File: src/shared/sfc_pkg.sv
// Constants for the synthesizer calibration and frequency control block
package sfc_pkg;
  // Register offsets
  localparam logic [7:0] SFC_BASE_HIGH_OFS  = 8'h00;
  localparam logic [7:0] SFC_BASE_MID_OFS   = 8'h01;
  localparam logic [7:0] SFC_BASE_LOW_OFS   = 8'h02;
  localparam logic [7:0] SFC_CHANNEL_NUMBER_OFS       = 8'h03;
  localparam logic [7:0] SFC_MDM_HIGH_OFS   = 8'h04;
  localparam logic [7:0] SFC_MDM_LOW_OFS    = 8'h05;
  localparam logic [7:0] SFC_SYNTH_CTL_OFS  = 8'h06;
  localparam logic [7:0] SFC_STATE_CFG_OFS  = 8'h07;
  localparam logic [7:0] SFC_CAL_CFG_OFS    = 8'h08;
  localparam logic [7:0] SFC_TEST_OFS       = 8'h09;
  localparam logic [7:0] SFC_PIN_SEL_OFS    = 8'h0a;
  localparam logic [7:0] SFC_CAL_RES_OFS    = 8'h0b;
  localparam logic [7:0] SFC_CMD_OFS        = 8'h0c;
  localparam logic [7:0] SFC_STATUS_OFS     = 8'h0d;
  localparam logic [7:0] SFC_IRQ_STAT_OFS   = 8'h0e;
  localparam logic [7:0] SFC_IRQ_EN_OFS     = 8'h0f;
  localparam logic [7:0] SFC_IRQ_CLR_OFS    = 8'h10;
  // Reset values
  localparam logic [7:0] SFC_CAL_CFG_RST    = 8'h20;
  localparam logic [7:0] SFC_TEST_RST       = 8'h0b;
  localparam logic [7:0] SFC_ZERO_RST       = 8'h00;
  // Field positions
  localparam int SFC_CMD_CAL_BIT   = 0;
  localparam int SFC_CMD_TX_BIT    = 1;
  localparam int SFC_CMD_IDLE_BIT  = 2;
  localparam int SFC_AUTOCAL_LSB   = 4;
  localparam int SFC_CPCAL_LSB     = 4;
  localparam int SFC_IRQ_DONE_BIT  = 0;
  localparam int SFC_IRQ_LOCK_BIT  = 1;
  // Encodings
  localparam logic [7:0] SFC_TEST_09       = 8'h09;
  localparam logic [7:0] SFC_PIN_LOCK      = 8'h0a;
  localparam logic [5:0] SFC_UNLOCK_CODE   = 6'h3f;
  localparam logic [1:0] SFC_AUTO_NEVER    = 2'h0;
  localparam logic [1:0] SFC_AUTO_ON       = 2'h1;
  localparam logic [1:0] SFC_AUTO_OFF      = 2'h2;
  localparam logic [1:0] SFC_AUTO_OFF4     = 2'h3;
  // Short calibration counts, crystal cycles
  localparam logic [14:0] SFC_CAL_SHORT_09 = 15'd3764;
  localparam logic [14:0] SFC_CAL_SHORT_0B = 15'd4073;
  typedef enum logic [1:0] {
    SFC_IDLE = 2'b00,
    SFC_CAL  = 2'b01,
    SFC_TX   = 2'b11
  } sfc_state_e;
endpackage

File: src/rtl/sfc_synth_ctrl.sv
// Synthesizer frequency words, calibration sequencing and lock reporting
//
// Design decisions made here: the plain strobed port and the address map.
`timescale 1ns/1ps
`default_nettype none
module sfc_synth_ctrl #(
  parameter logic [14:0] CAL_LONG_09 = 15'd18506,
  parameter logic [14:0] CAL_LONG_0B = 15'd18815
) (
  input  wire logic        CORE_CLK,
  input  wire logic        RESET_N,
  input  wire logic [7:0]  REG_ADDR,
  input  wire logic [7:0]  REG_WDATA,
  input  wire logic        REG_WR,
  input  wire logic        REG_RD,
  output logic      [7:0]  REG_RDATA,
  input  wire logic        TX_DONE,
  input  wire logic        PLL_LOCK,
  output logic      [26:0] CARRIER_WORD,
  output logic      [4:0]  IF_WORD,
  output logic             CAL_ACTIVE,
  output logic             SYNTH_ON,
  output logic             GENERAL_OUTPUT_PIN,
  output logic             IRQ,
  output sfc_pkg::sfc_state_e RADIO_STATE
);
  import sfc_pkg::*;

  // Offset in quarter steps of the synthesizer resolution keeps exponent 0 and 1 exact
  function automatic logic [19:0] channel_number_offset(input logic [7:0] channel_number, input logic [7:0] mant,
                                              input logic [1:0] expo);
    logic [16:0] prod;
    prod = 17'(channel_number * ({1'b1, mant}));
    return 20'({3'b000, prod} << expo);
  endfunction

  function automatic logic [14:0] cal_cycles(input logic [7:0] test, input logic [1:0] cp);
    logic t09;
    t09 = (test == SFC_TEST_09);
    if (cp == 2'b00) begin
      return t09 ? SFC_CAL_SHORT_09 : SFC_CAL_SHORT_0B;
    end
    return t09 ? CAL_LONG_09 : CAL_LONG_0B;
  endfunction

  logic [7:0]  base_freq_high_q, base_freq_mid_q, base_freq_low_q, channel_select_reg_q;
  logic [7:0]  modem_config_high_q, modem_config_low_q, synth_control_q, radio_state_config_q;
  logic [7:0]  synth_cal_config_q, cal_test_setting_q, output_pin_select_q, irq_en_q;
  logic [7:0]  base_freq_high_d, base_freq_mid_d, base_freq_low_d, channel_select_reg_d;
  logic [7:0]  modem_config_high_d, modem_config_low_d, synth_control_d, radio_state_config_d;
  logic [7:0]  synth_cal_config_d, cal_test_setting_d, output_pin_select_d, irq_en_d;
  logic [7:0]  rdata_q, rdata_d;
  logic [26:0] carrier_q, carrier_d;
  logic [4:0]  if_q, if_d;
  logic        lock_s1_q, lock_s2_q, lock_prev_q;
  logic        pin_q, pin_d;
  logic        cmd_wr, cal_stb, tx_stb, idle_stb;
  logic [1:0]  auto_cal_select;
  logic [1:0]  charge_pump_cal_enable;
  logic [5:0]  synth_cal_result;

  sfc_state_e  state_q, state_d;
  logic [14:0] cal_cnt_q, cal_cnt_d;
  logic        ret_tx_q, ret_tx_d;
  logic [1:0]  off_cnt_q, off_cnt_d;
  logic [5:0]  cal_val_q, cal_val_d;
  logic        cal_end;
  logic [1:0]  irq_stat_q, irq_stat_d;

  assign auto_cal_select        = radio_state_config_q[SFC_AUTOCAL_LSB +: 2];
  assign charge_pump_cal_enable = synth_cal_config_q[SFC_CPCAL_LSB +: 2];
  assign cmd_wr   = REG_WR && (REG_ADDR == SFC_CMD_OFS);
  assign cal_stb  = cmd_wr && REG_WDATA[SFC_CMD_CAL_BIT];
  assign tx_stb   = cmd_wr && REG_WDATA[SFC_CMD_TX_BIT];
  assign idle_stb = cmd_wr && REG_WDATA[SFC_CMD_IDLE_BIT];
  assign synth_cal_result = lock_s2_q ? cal_val_q : SFC_UNLOCK_CODE;

  // Register file and read port
  always_comb begin
    base_freq_high_d     = base_freq_high_q;
    base_freq_mid_d      = base_freq_mid_q;
    base_freq_low_d      = base_freq_low_q;
    channel_select_reg_d = channel_select_reg_q;
    modem_config_high_d  = modem_config_high_q;
    modem_config_low_d   = modem_config_low_q;
    synth_control_d      = synth_control_q;
    radio_state_config_d = radio_state_config_q;
    synth_cal_config_d   = synth_cal_config_q;
    cal_test_setting_d   = cal_test_setting_q;
    output_pin_select_d  = output_pin_select_q;
    irq_en_d             = irq_en_q;
    rdata_d              = 8'h00;
    if (REG_WR) begin
      if (REG_ADDR == SFC_BASE_HIGH_OFS) begin
        base_freq_high_d = REG_WDATA;
      end else if (REG_ADDR == SFC_BASE_MID_OFS) begin
        base_freq_mid_d = REG_WDATA;
      end else if (REG_ADDR == SFC_BASE_LOW_OFS) begin
        base_freq_low_d = REG_WDATA;
      end else if (REG_ADDR == SFC_CHANNEL_NUMBER_OFS) begin
        channel_select_reg_d = REG_WDATA;
      end else if (REG_ADDR == SFC_MDM_HIGH_OFS) begin
        modem_config_high_d = REG_WDATA;
      end else if (REG_ADDR == SFC_MDM_LOW_OFS) begin
        modem_config_low_d = REG_WDATA;
      end else if (REG_ADDR == SFC_SYNTH_CTL_OFS) begin
        synth_control_d = REG_WDATA;
      end else if (REG_ADDR == SFC_STATE_CFG_OFS) begin
        radio_state_config_d = REG_WDATA;
      end else if (REG_ADDR == SFC_CAL_CFG_OFS) begin
        synth_cal_config_d = REG_WDATA;
      end else if (REG_ADDR == SFC_TEST_OFS) begin
        cal_test_setting_d = REG_WDATA;
      end else if (REG_ADDR == SFC_PIN_SEL_OFS) begin
        output_pin_select_d = REG_WDATA;
      end else if (REG_ADDR == SFC_IRQ_EN_OFS) begin
        irq_en_d = REG_WDATA;
      end
    end
    if (REG_RD) begin
      if (REG_ADDR == SFC_BASE_HIGH_OFS) begin
        rdata_d = base_freq_high_q;
      end else if (REG_ADDR == SFC_BASE_MID_OFS) begin
        rdata_d = base_freq_mid_q;
      end else if (REG_ADDR == SFC_BASE_LOW_OFS) begin
        rdata_d = base_freq_low_q;
      end else if (REG_ADDR == SFC_CHANNEL_NUMBER_OFS) begin
        rdata_d = channel_select_reg_q;
      end else if (REG_ADDR == SFC_MDM_HIGH_OFS) begin
        rdata_d = modem_config_high_q;
      end else if (REG_ADDR == SFC_MDM_LOW_OFS) begin
        rdata_d = modem_config_low_q;
      end else if (REG_ADDR == SFC_SYNTH_CTL_OFS) begin
        rdata_d = synth_control_q;
      end else if (REG_ADDR == SFC_STATE_CFG_OFS) begin
        rdata_d = radio_state_config_q;
      end else if (REG_ADDR == SFC_CAL_CFG_OFS) begin
        rdata_d = synth_cal_config_q;
      end else if (REG_ADDR == SFC_TEST_OFS) begin
        rdata_d = cal_test_setting_q;
      end else if (REG_ADDR == SFC_PIN_SEL_OFS) begin
        rdata_d = output_pin_select_q;
      end else if (REG_ADDR == SFC_CAL_RES_OFS) begin
        rdata_d = {2'b00, synth_cal_result};
      end else if (REG_ADDR == SFC_STATUS_OFS) begin
        rdata_d = {4'h0, lock_s2_q, state_q == SFC_CAL, state_q};
      end else if (REG_ADDR == SFC_IRQ_STAT_OFS) begin
        rdata_d = {6'h00, irq_stat_q};
      end else if (REG_ADDR == SFC_IRQ_EN_OFS) begin
        rdata_d = irq_en_q;
      end
    end
    // Words follow the registers every cycle; the host keeps them still outside idle
    carrier_d = {1'b0, base_freq_high_q, base_freq_mid_q, base_freq_low_q, 2'b00}
              + {7'h00, channel_number_offset(channel_select_reg_q, modem_config_low_q,
                                    modem_config_high_q[1:0])};
    if_d  = synth_control_q[4:0];
    pin_d = (output_pin_select_q[5:0] == SFC_PIN_LOCK[5:0]) && lock_s2_q;
  end

  always_ff @(posedge CORE_CLK or negedge RESET_N) begin
    if (!RESET_N) begin
      base_freq_high_q     <= SFC_ZERO_RST;
      base_freq_mid_q      <= SFC_ZERO_RST;
      base_freq_low_q      <= SFC_ZERO_RST;
      channel_select_reg_q <= SFC_ZERO_RST;
      modem_config_high_q  <= SFC_ZERO_RST;
      modem_config_low_q   <= SFC_ZERO_RST;
      synth_control_q      <= SFC_ZERO_RST;
      radio_state_config_q <= SFC_ZERO_RST;
      synth_cal_config_q   <= SFC_CAL_CFG_RST;
      cal_test_setting_q   <= SFC_TEST_RST;
      output_pin_select_q  <= SFC_ZERO_RST;
      irq_en_q             <= SFC_ZERO_RST;
      rdata_q              <= 8'h00;
      carrier_q            <= 27'h0;
      if_q                 <= 5'h00;
      pin_q                <= 1'b0;
    end else begin
      base_freq_high_q     <= base_freq_high_d;
      base_freq_mid_q      <= base_freq_mid_d;
      base_freq_low_q      <= base_freq_low_d;
      channel_select_reg_q <= channel_select_reg_d;
      modem_config_high_q  <= modem_config_high_d;
      modem_config_low_q   <= modem_config_low_d;
      synth_control_q      <= synth_control_d;
      radio_state_config_q <= radio_state_config_d;
      synth_cal_config_q   <= synth_cal_config_d;
      cal_test_setting_q   <= cal_test_setting_d;
      output_pin_select_q  <= output_pin_select_d;
      irq_en_q             <= irq_en_d;
      rdata_q              <= rdata_d;
      carrier_q            <= carrier_d;
      if_q                 <= if_d;
      pin_q                <= pin_d;
    end
  end

  // Lock detector is analog, so it crosses two flops before use
  always_ff @(posedge CORE_CLK or negedge RESET_N) begin
    if (!RESET_N) begin
      lock_s1_q   <= 1'b0;
      lock_s2_q   <= 1'b0;
      lock_prev_q <= 1'b0;
    end else begin
      lock_s1_q   <= PLL_LOCK;
      lock_s2_q   <= lock_s1_q;
      lock_prev_q <= lock_s2_q;
    end
  end

  // Radio control and calibration sequencing
  always_comb begin
    state_d   = state_q;
    cal_cnt_d = cal_cnt_q;
    ret_tx_d  = ret_tx_q;
    off_cnt_d = off_cnt_q;
    cal_val_d = cal_val_q;
    cal_end   = 1'b0;
    case (state_q)
      SFC_IDLE: begin
        if (cal_stb && !tx_stb && !idle_stb) begin
          state_d   = SFC_CAL;
          ret_tx_d  = 1'b0;
          cal_cnt_d = cal_cycles(cal_test_setting_q, charge_pump_cal_enable);
        end else if (tx_stb && !idle_stb) begin
          if (auto_cal_select == SFC_AUTO_ON) begin
            state_d   = SFC_CAL;
            ret_tx_d  = 1'b1;
            cal_cnt_d = cal_cycles(cal_test_setting_q, charge_pump_cal_enable);
          end else begin
            state_d = SFC_TX;
          end
        end
      end
      SFC_CAL: begin
        // Further calibrate strobes fall through here unanswered
        if (idle_stb) begin
          state_d = SFC_IDLE;
        end else if (cal_cnt_q == 15'd1) begin
          cal_end   = 1'b1;
          state_d   = ret_tx_q ? SFC_TX : SFC_IDLE;
          // Code 0x3f is reserved for the unlocked reading
          cal_val_d = (carrier_q[7:2] == SFC_UNLOCK_CODE) ? 6'h3e : carrier_q[7:2];
        end else begin
          cal_cnt_d = cal_cnt_q - 15'd1;
        end
      end
      SFC_TX: begin
        if (idle_stb) begin
          state_d = SFC_IDLE;
        end else if (TX_DONE) begin
          off_cnt_d = off_cnt_q + 2'd1;
          ret_tx_d  = 1'b0;
          cal_cnt_d = cal_cycles(cal_test_setting_q, charge_pump_cal_enable);
          if (auto_cal_select == SFC_AUTO_OFF ||
              (auto_cal_select == SFC_AUTO_OFF4 && off_cnt_q == 2'd3)) begin
            state_d = SFC_CAL;
          end else begin
            state_d = SFC_IDLE;
          end
        end
      end
      default: state_d = SFC_IDLE;
    endcase
  end

  // Calibration value is only cleared by reset, so it outlives sleep
  always_ff @(posedge CORE_CLK or negedge RESET_N) begin
    if (!RESET_N) begin
      state_q   <= SFC_IDLE;
      cal_cnt_q <= 15'h0000;
      ret_tx_q  <= 1'b0;
      off_cnt_q <= 2'd0;
      cal_val_q <= SFC_UNLOCK_CODE;
    end else begin
      state_q   <= state_d;
      cal_cnt_q <= cal_cnt_d;
      ret_tx_q  <= ret_tx_d;
      off_cnt_q <= off_cnt_d;
      cal_val_q <= cal_val_d;
    end
  end

  // Interrupts; a new event wins over a clear in the same cycle
  always_comb begin
    irq_stat_d = irq_stat_q;
    if (REG_WR && REG_ADDR == SFC_IRQ_CLR_OFS) begin
      irq_stat_d = irq_stat_q & ~REG_WDATA[1:0];
    end
    if (cal_end) begin
      irq_stat_d[SFC_IRQ_DONE_BIT] = 1'b1;
    end
    if (lock_s2_q && !lock_prev_q) begin
      irq_stat_d[SFC_IRQ_LOCK_BIT] = 1'b1;
    end
  end

  always_ff @(posedge CORE_CLK or negedge RESET_N) begin
    if (!RESET_N) begin
      irq_stat_q <= 2'b00;
    end else begin
      irq_stat_q <= irq_stat_d;
    end
  end

  assign REG_RDATA          = rdata_q;
  assign CARRIER_WORD       = carrier_q;
  assign IF_WORD            = if_q;
  assign CAL_ACTIVE         = (state_q == SFC_CAL);
  assign SYNTH_ON           = (state_q != SFC_IDLE);
  assign GENERAL_OUTPUT_PIN = pin_q;
  assign IRQ                = |(irq_stat_q & irq_en_q[1:0]);
  assign RADIO_STATE        = state_q;

  // Checking aids: cycles spent in one calibration and its captured setting
  logic [14:0] busy_len_q;
  logic [7:0]  cap_test_q;
  logic [1:0]  cap_cp_q;
  always_ff @(posedge CORE_CLK or negedge RESET_N) begin
    if (!RESET_N) begin
      busy_len_q <= 15'h0000;
      cap_test_q <= 8'h00;
      cap_cp_q   <= 2'b00;
    end else begin
      busy_len_q <= (state_q == SFC_CAL) ? busy_len_q + 15'd1 : 15'h0000;
      if (state_q != SFC_CAL && state_d == SFC_CAL) begin
        cap_test_q <= cal_test_setting_q;
        cap_cp_q   <= charge_pump_cal_enable;
      end
    end
  end
endmodule // sfc_synth_ctrl
`default_nettype wire

File: config.mk
export PLATFORM = sky130hd
export DESIGN_NAME = sfc_synth_ctrl
export DESIGN_NICKNAME = d
export VERILOG_FILES = /design/src/shared/sfc_pkg.sv /design/src/rtl/sfc_synth_ctrl.sv
export SDC_FILE = /design/constraint.sdc
export NUM_CORES = 1
export LEC_CHECK = 0
export BUFFER_PORTS_ARGS = -buffer_cell sky130_fd_sc_hd__buf_4
export CAP_MARGIN = 15
export CORE_ASPECT_RATIO = 1.1
export CORE_UTILIZATION = 38
export DETAILED_ROUTE_END_ITERATION = 16
export PLACE_DENSITY_LB_ADDON = 0.3
export SLEW_MARGIN = 15
export SYNTH_ARGS = -nofsm -noshare
export SYNTH_HDL_FRONTEND = slang
export SYNTH_SLANG_ARGS = --single-unit
File: constraint.sdc
create_clock -name CORE_CLK -period 10.3 [get_ports CORE_CLK]
set_input_delay 1.03 -clock CORE_CLK [delete_from_list [all_inputs] [get_ports CORE_CLK]]
set_output_delay 1.03 -clock CORE_CLK [all_outputs]
set_load 0.01 [all_outputs]
==> out/qor.yml <==
drtIter0Drc: 806
hold_path.class: "register to register"
drive_gt1_frac: 0.195
slew_viol_final: 0
regArea_mm2: 0.00422
synth_edf_count: 0
vdd_drop_max_mv: 0.120
final_area_mm2: 0.0131
core-area_mm2: 0.0304
drc: 0
placementRows: 67
synth_nets: 1316
htreeDepth: 4
synth.distinct_cells: 84
slowest_stage: "fa_1"
clkSinkCount: 168
relSlewSlack: 0.280
ys_ff_latch: 168
fill_cells: 3013
cts_tree: "yes"
post-place-ws_ns: 3.85
setup_viol_count_final: 0
max_stage_delay_ns: 0.55
finalCriticalPeriod_ns: 6.48
final.setup.worst_slack_ns: 3.82
max_freq_ghz: 0.154
synthCells: 1190
cts_inserted_buffers: 17
critPathMaxFanout: 10
syn_area_mm2: 0.0117
portBuffers: 67
synthFlopType: "dfrtp_1"
post_cts_buffers: 0
skew_ns: 0.00910
grt_max_degree: 112
vias: 9309
yosysSeqAreaShare: 0.359
die-width_um: 170
hpwl_um: 24300
power_leakage_nw: 6.15
postSynthAreaPerCell_um2: 9.86
tightest_slew_ns: 1.08
vias_per_cell: 5.63
yosysTopAreaCell: "dfrtp_1"
insertion_delay_ns: 0.44
grt_first_pass_wirelength_um: 53200
cp.required_ns: 10.65
final_common_cell: "dfrtp_1"
cap_viol_max_count: 0
nNetsFinal: 1351
fin_tns_setup_ns: 0
ctsHoldBuffers: 0
drt_first_pass_iters: 7
ys_warn_count: 0
crit_chain: "and2_1, fa_1, inv_1, fa_1, inv_1, fa_1, inv_1, fa_1, inv_1, ha_1, o21a_1, o2111a_1, a211oi_1, nor4_1, a211oi_1, a21oi_1, ha_1, o21a_1, o21ai_0, or3_1, o211ai_1, a21oi_1, nor3b_1"
start_util: 0.386
gr-usage-all-layers: 0.217
die-area_mm2: 0.0316
status: "completed"
clkSlewWorstSetupHoldPaths_ns: 0.08
synthTopCellsByArea: "dfrtp_1 (34%), mux2_2 (9.7%), fa_1 (7.3%)"
cp-end-kind: "register"
final-hold-violation-count: 0
multi_input_area_mm2: 0.00694
layout_common_cells: "dfrtp_1 (158), mux2_2 (101), inv_1 (91)"
place_congestion: 0.916
grt_pass1_vias: 9221
arrival_ns: 6.83
total_power_mw: 1.91
clockBufferDepth: 2
routed_wl_um: 33200
pwr_density_cell_mw_per_mm2: 145
crit_path_start_kind: "register"
crit_type: "register to register"
num_antenna_cells: 0
clock-root-buffer: "clkbuf_16"
antenna_left: 0
rsz0062_at_grt: "no"
place_area_mm2: 0.0125
async_flop_share: 1.00
dieHeight_um: 186
synth_top_area_frac: 0.337
area_growth_pct: 12.0
period_share: 0.630
worst-path-buf-inv: 4
overflow: 0
antenna_found_initial: 0
cts_resized: 0
cp_top_family: "adder cells"
wl_per_cell_um: 20.1
ios: 68
-- state kept, by name (all words and copies together) (netlist names), 5 cells and up --
signal,cells
base_freq_low_q,8
cal_val_q,6
irq_en_q,8
base_freq_high_q,8
radio_state_config_q,8
output_pin_select_q,8
REG_RDATA,8
synth_cal_config_q,8
IF_WORD,5
modem_config_high_q,8
CARRIER_WORD,27
base_freq_mid_q,8
modem_config_low_q,8
synth_control_q,8
cal_cnt_q,15
cal_test_setting_q,8
channel_select_reg_q,8
-- where the power goes --
part / internal [mW] / switching (mW) / leakage, nW
combinational: 0.192 / 0.277 / 3.67
sequential: 0.729 / 0.0699 / 2.19
clock: 0.328 / 0.317 / 0.286
-- through the flow --
stage,hold WS [ns],cells,utilization
floorplan,0.331,1190,-
global placement,0.333,1620,0.412
detailed placement,0.349,1620,0.412
CTS,0.354,1652,0.432
global route,0.365,1652,0.432
finish,0.352,1652,0.432
-- path summary, 6_finish.rpt --
check | endpoint | depth (start not counted) | slack, ns | from
max | CARRIER_WORD[26]$_DFF_PN0_ | 23 | 3.82 | modem_config_low_q[3]$_DFFE_PN0P_
min | lock_s2_q$_DFF_PN0_ | 0 | 0.35 | lock_s1_q$_DFF_PN0_
max reg2reg | CARRIER_WORD[26]$_DFF_PN0_ | 23 | 3.82 | modem_config_low_q[3]$_DFFE_PN0P_
min reg2reg | lock_s2_q$_DFF_PN0_ | 0 | 0.35 | lock_s1_q$_DFF_PN0_
max in group asynchronous | CARRIER_WORD[25]$_DFF_PN0_ | 2 | 8.20 | RESET_N
min in group asynchronous | cal_cnt_q[1]$_DFFE_PN0P_ | 1 | 0.73 | RESET_N
-- Yosys cell counts, types with 25 or more instances --
cell	n
nand2_1	87
o21ai_0	74
mux2i_1	25
nand3_1	26
clkbuf_1	34
and2_1	55
nor3_1	33
a21oi_1	60
inv_1	91
fa_1	43
dfrtp_1	158
mux2_2	101
ha_1	61
nor2_1	45
-- final cells by class --
| cell class | instances | area share |
|---|---|---|
| clock inverters | 15 | 0.0134 |
| multi-input cells | 876 | 0.528 |
| flip-flops and latches | 168 | 0.321 |
| inverters | 92 | 0.0263 |
| clock buffers | 17 | 0.0324 |
| repair buffers | 70 | 0.0403 |
| well taps | 414 | 0.0394 |
-- cells by family after synthesis --
family / synth area share
buf+inv: 0.0499
simple gates: 0.155
xor+xnor: 0.0201
flops: 0.359
mux: 0.120
fa+ha+maj: 0.138
compound gates: 0.157
-- layer usage --
layer | vias to the layer above | wire [µm] | global-route usage
li1 | 4330 | - | -
met1 | 4638 | 15100 | 0.299
met2 | 279 | 15600 | 0.347
met3 | 62 | 1520 | 0.0286
met4 | 0 | 899 | 0.0804
met5 | - | 0 | 0
(Power assumes the default switching activity.)
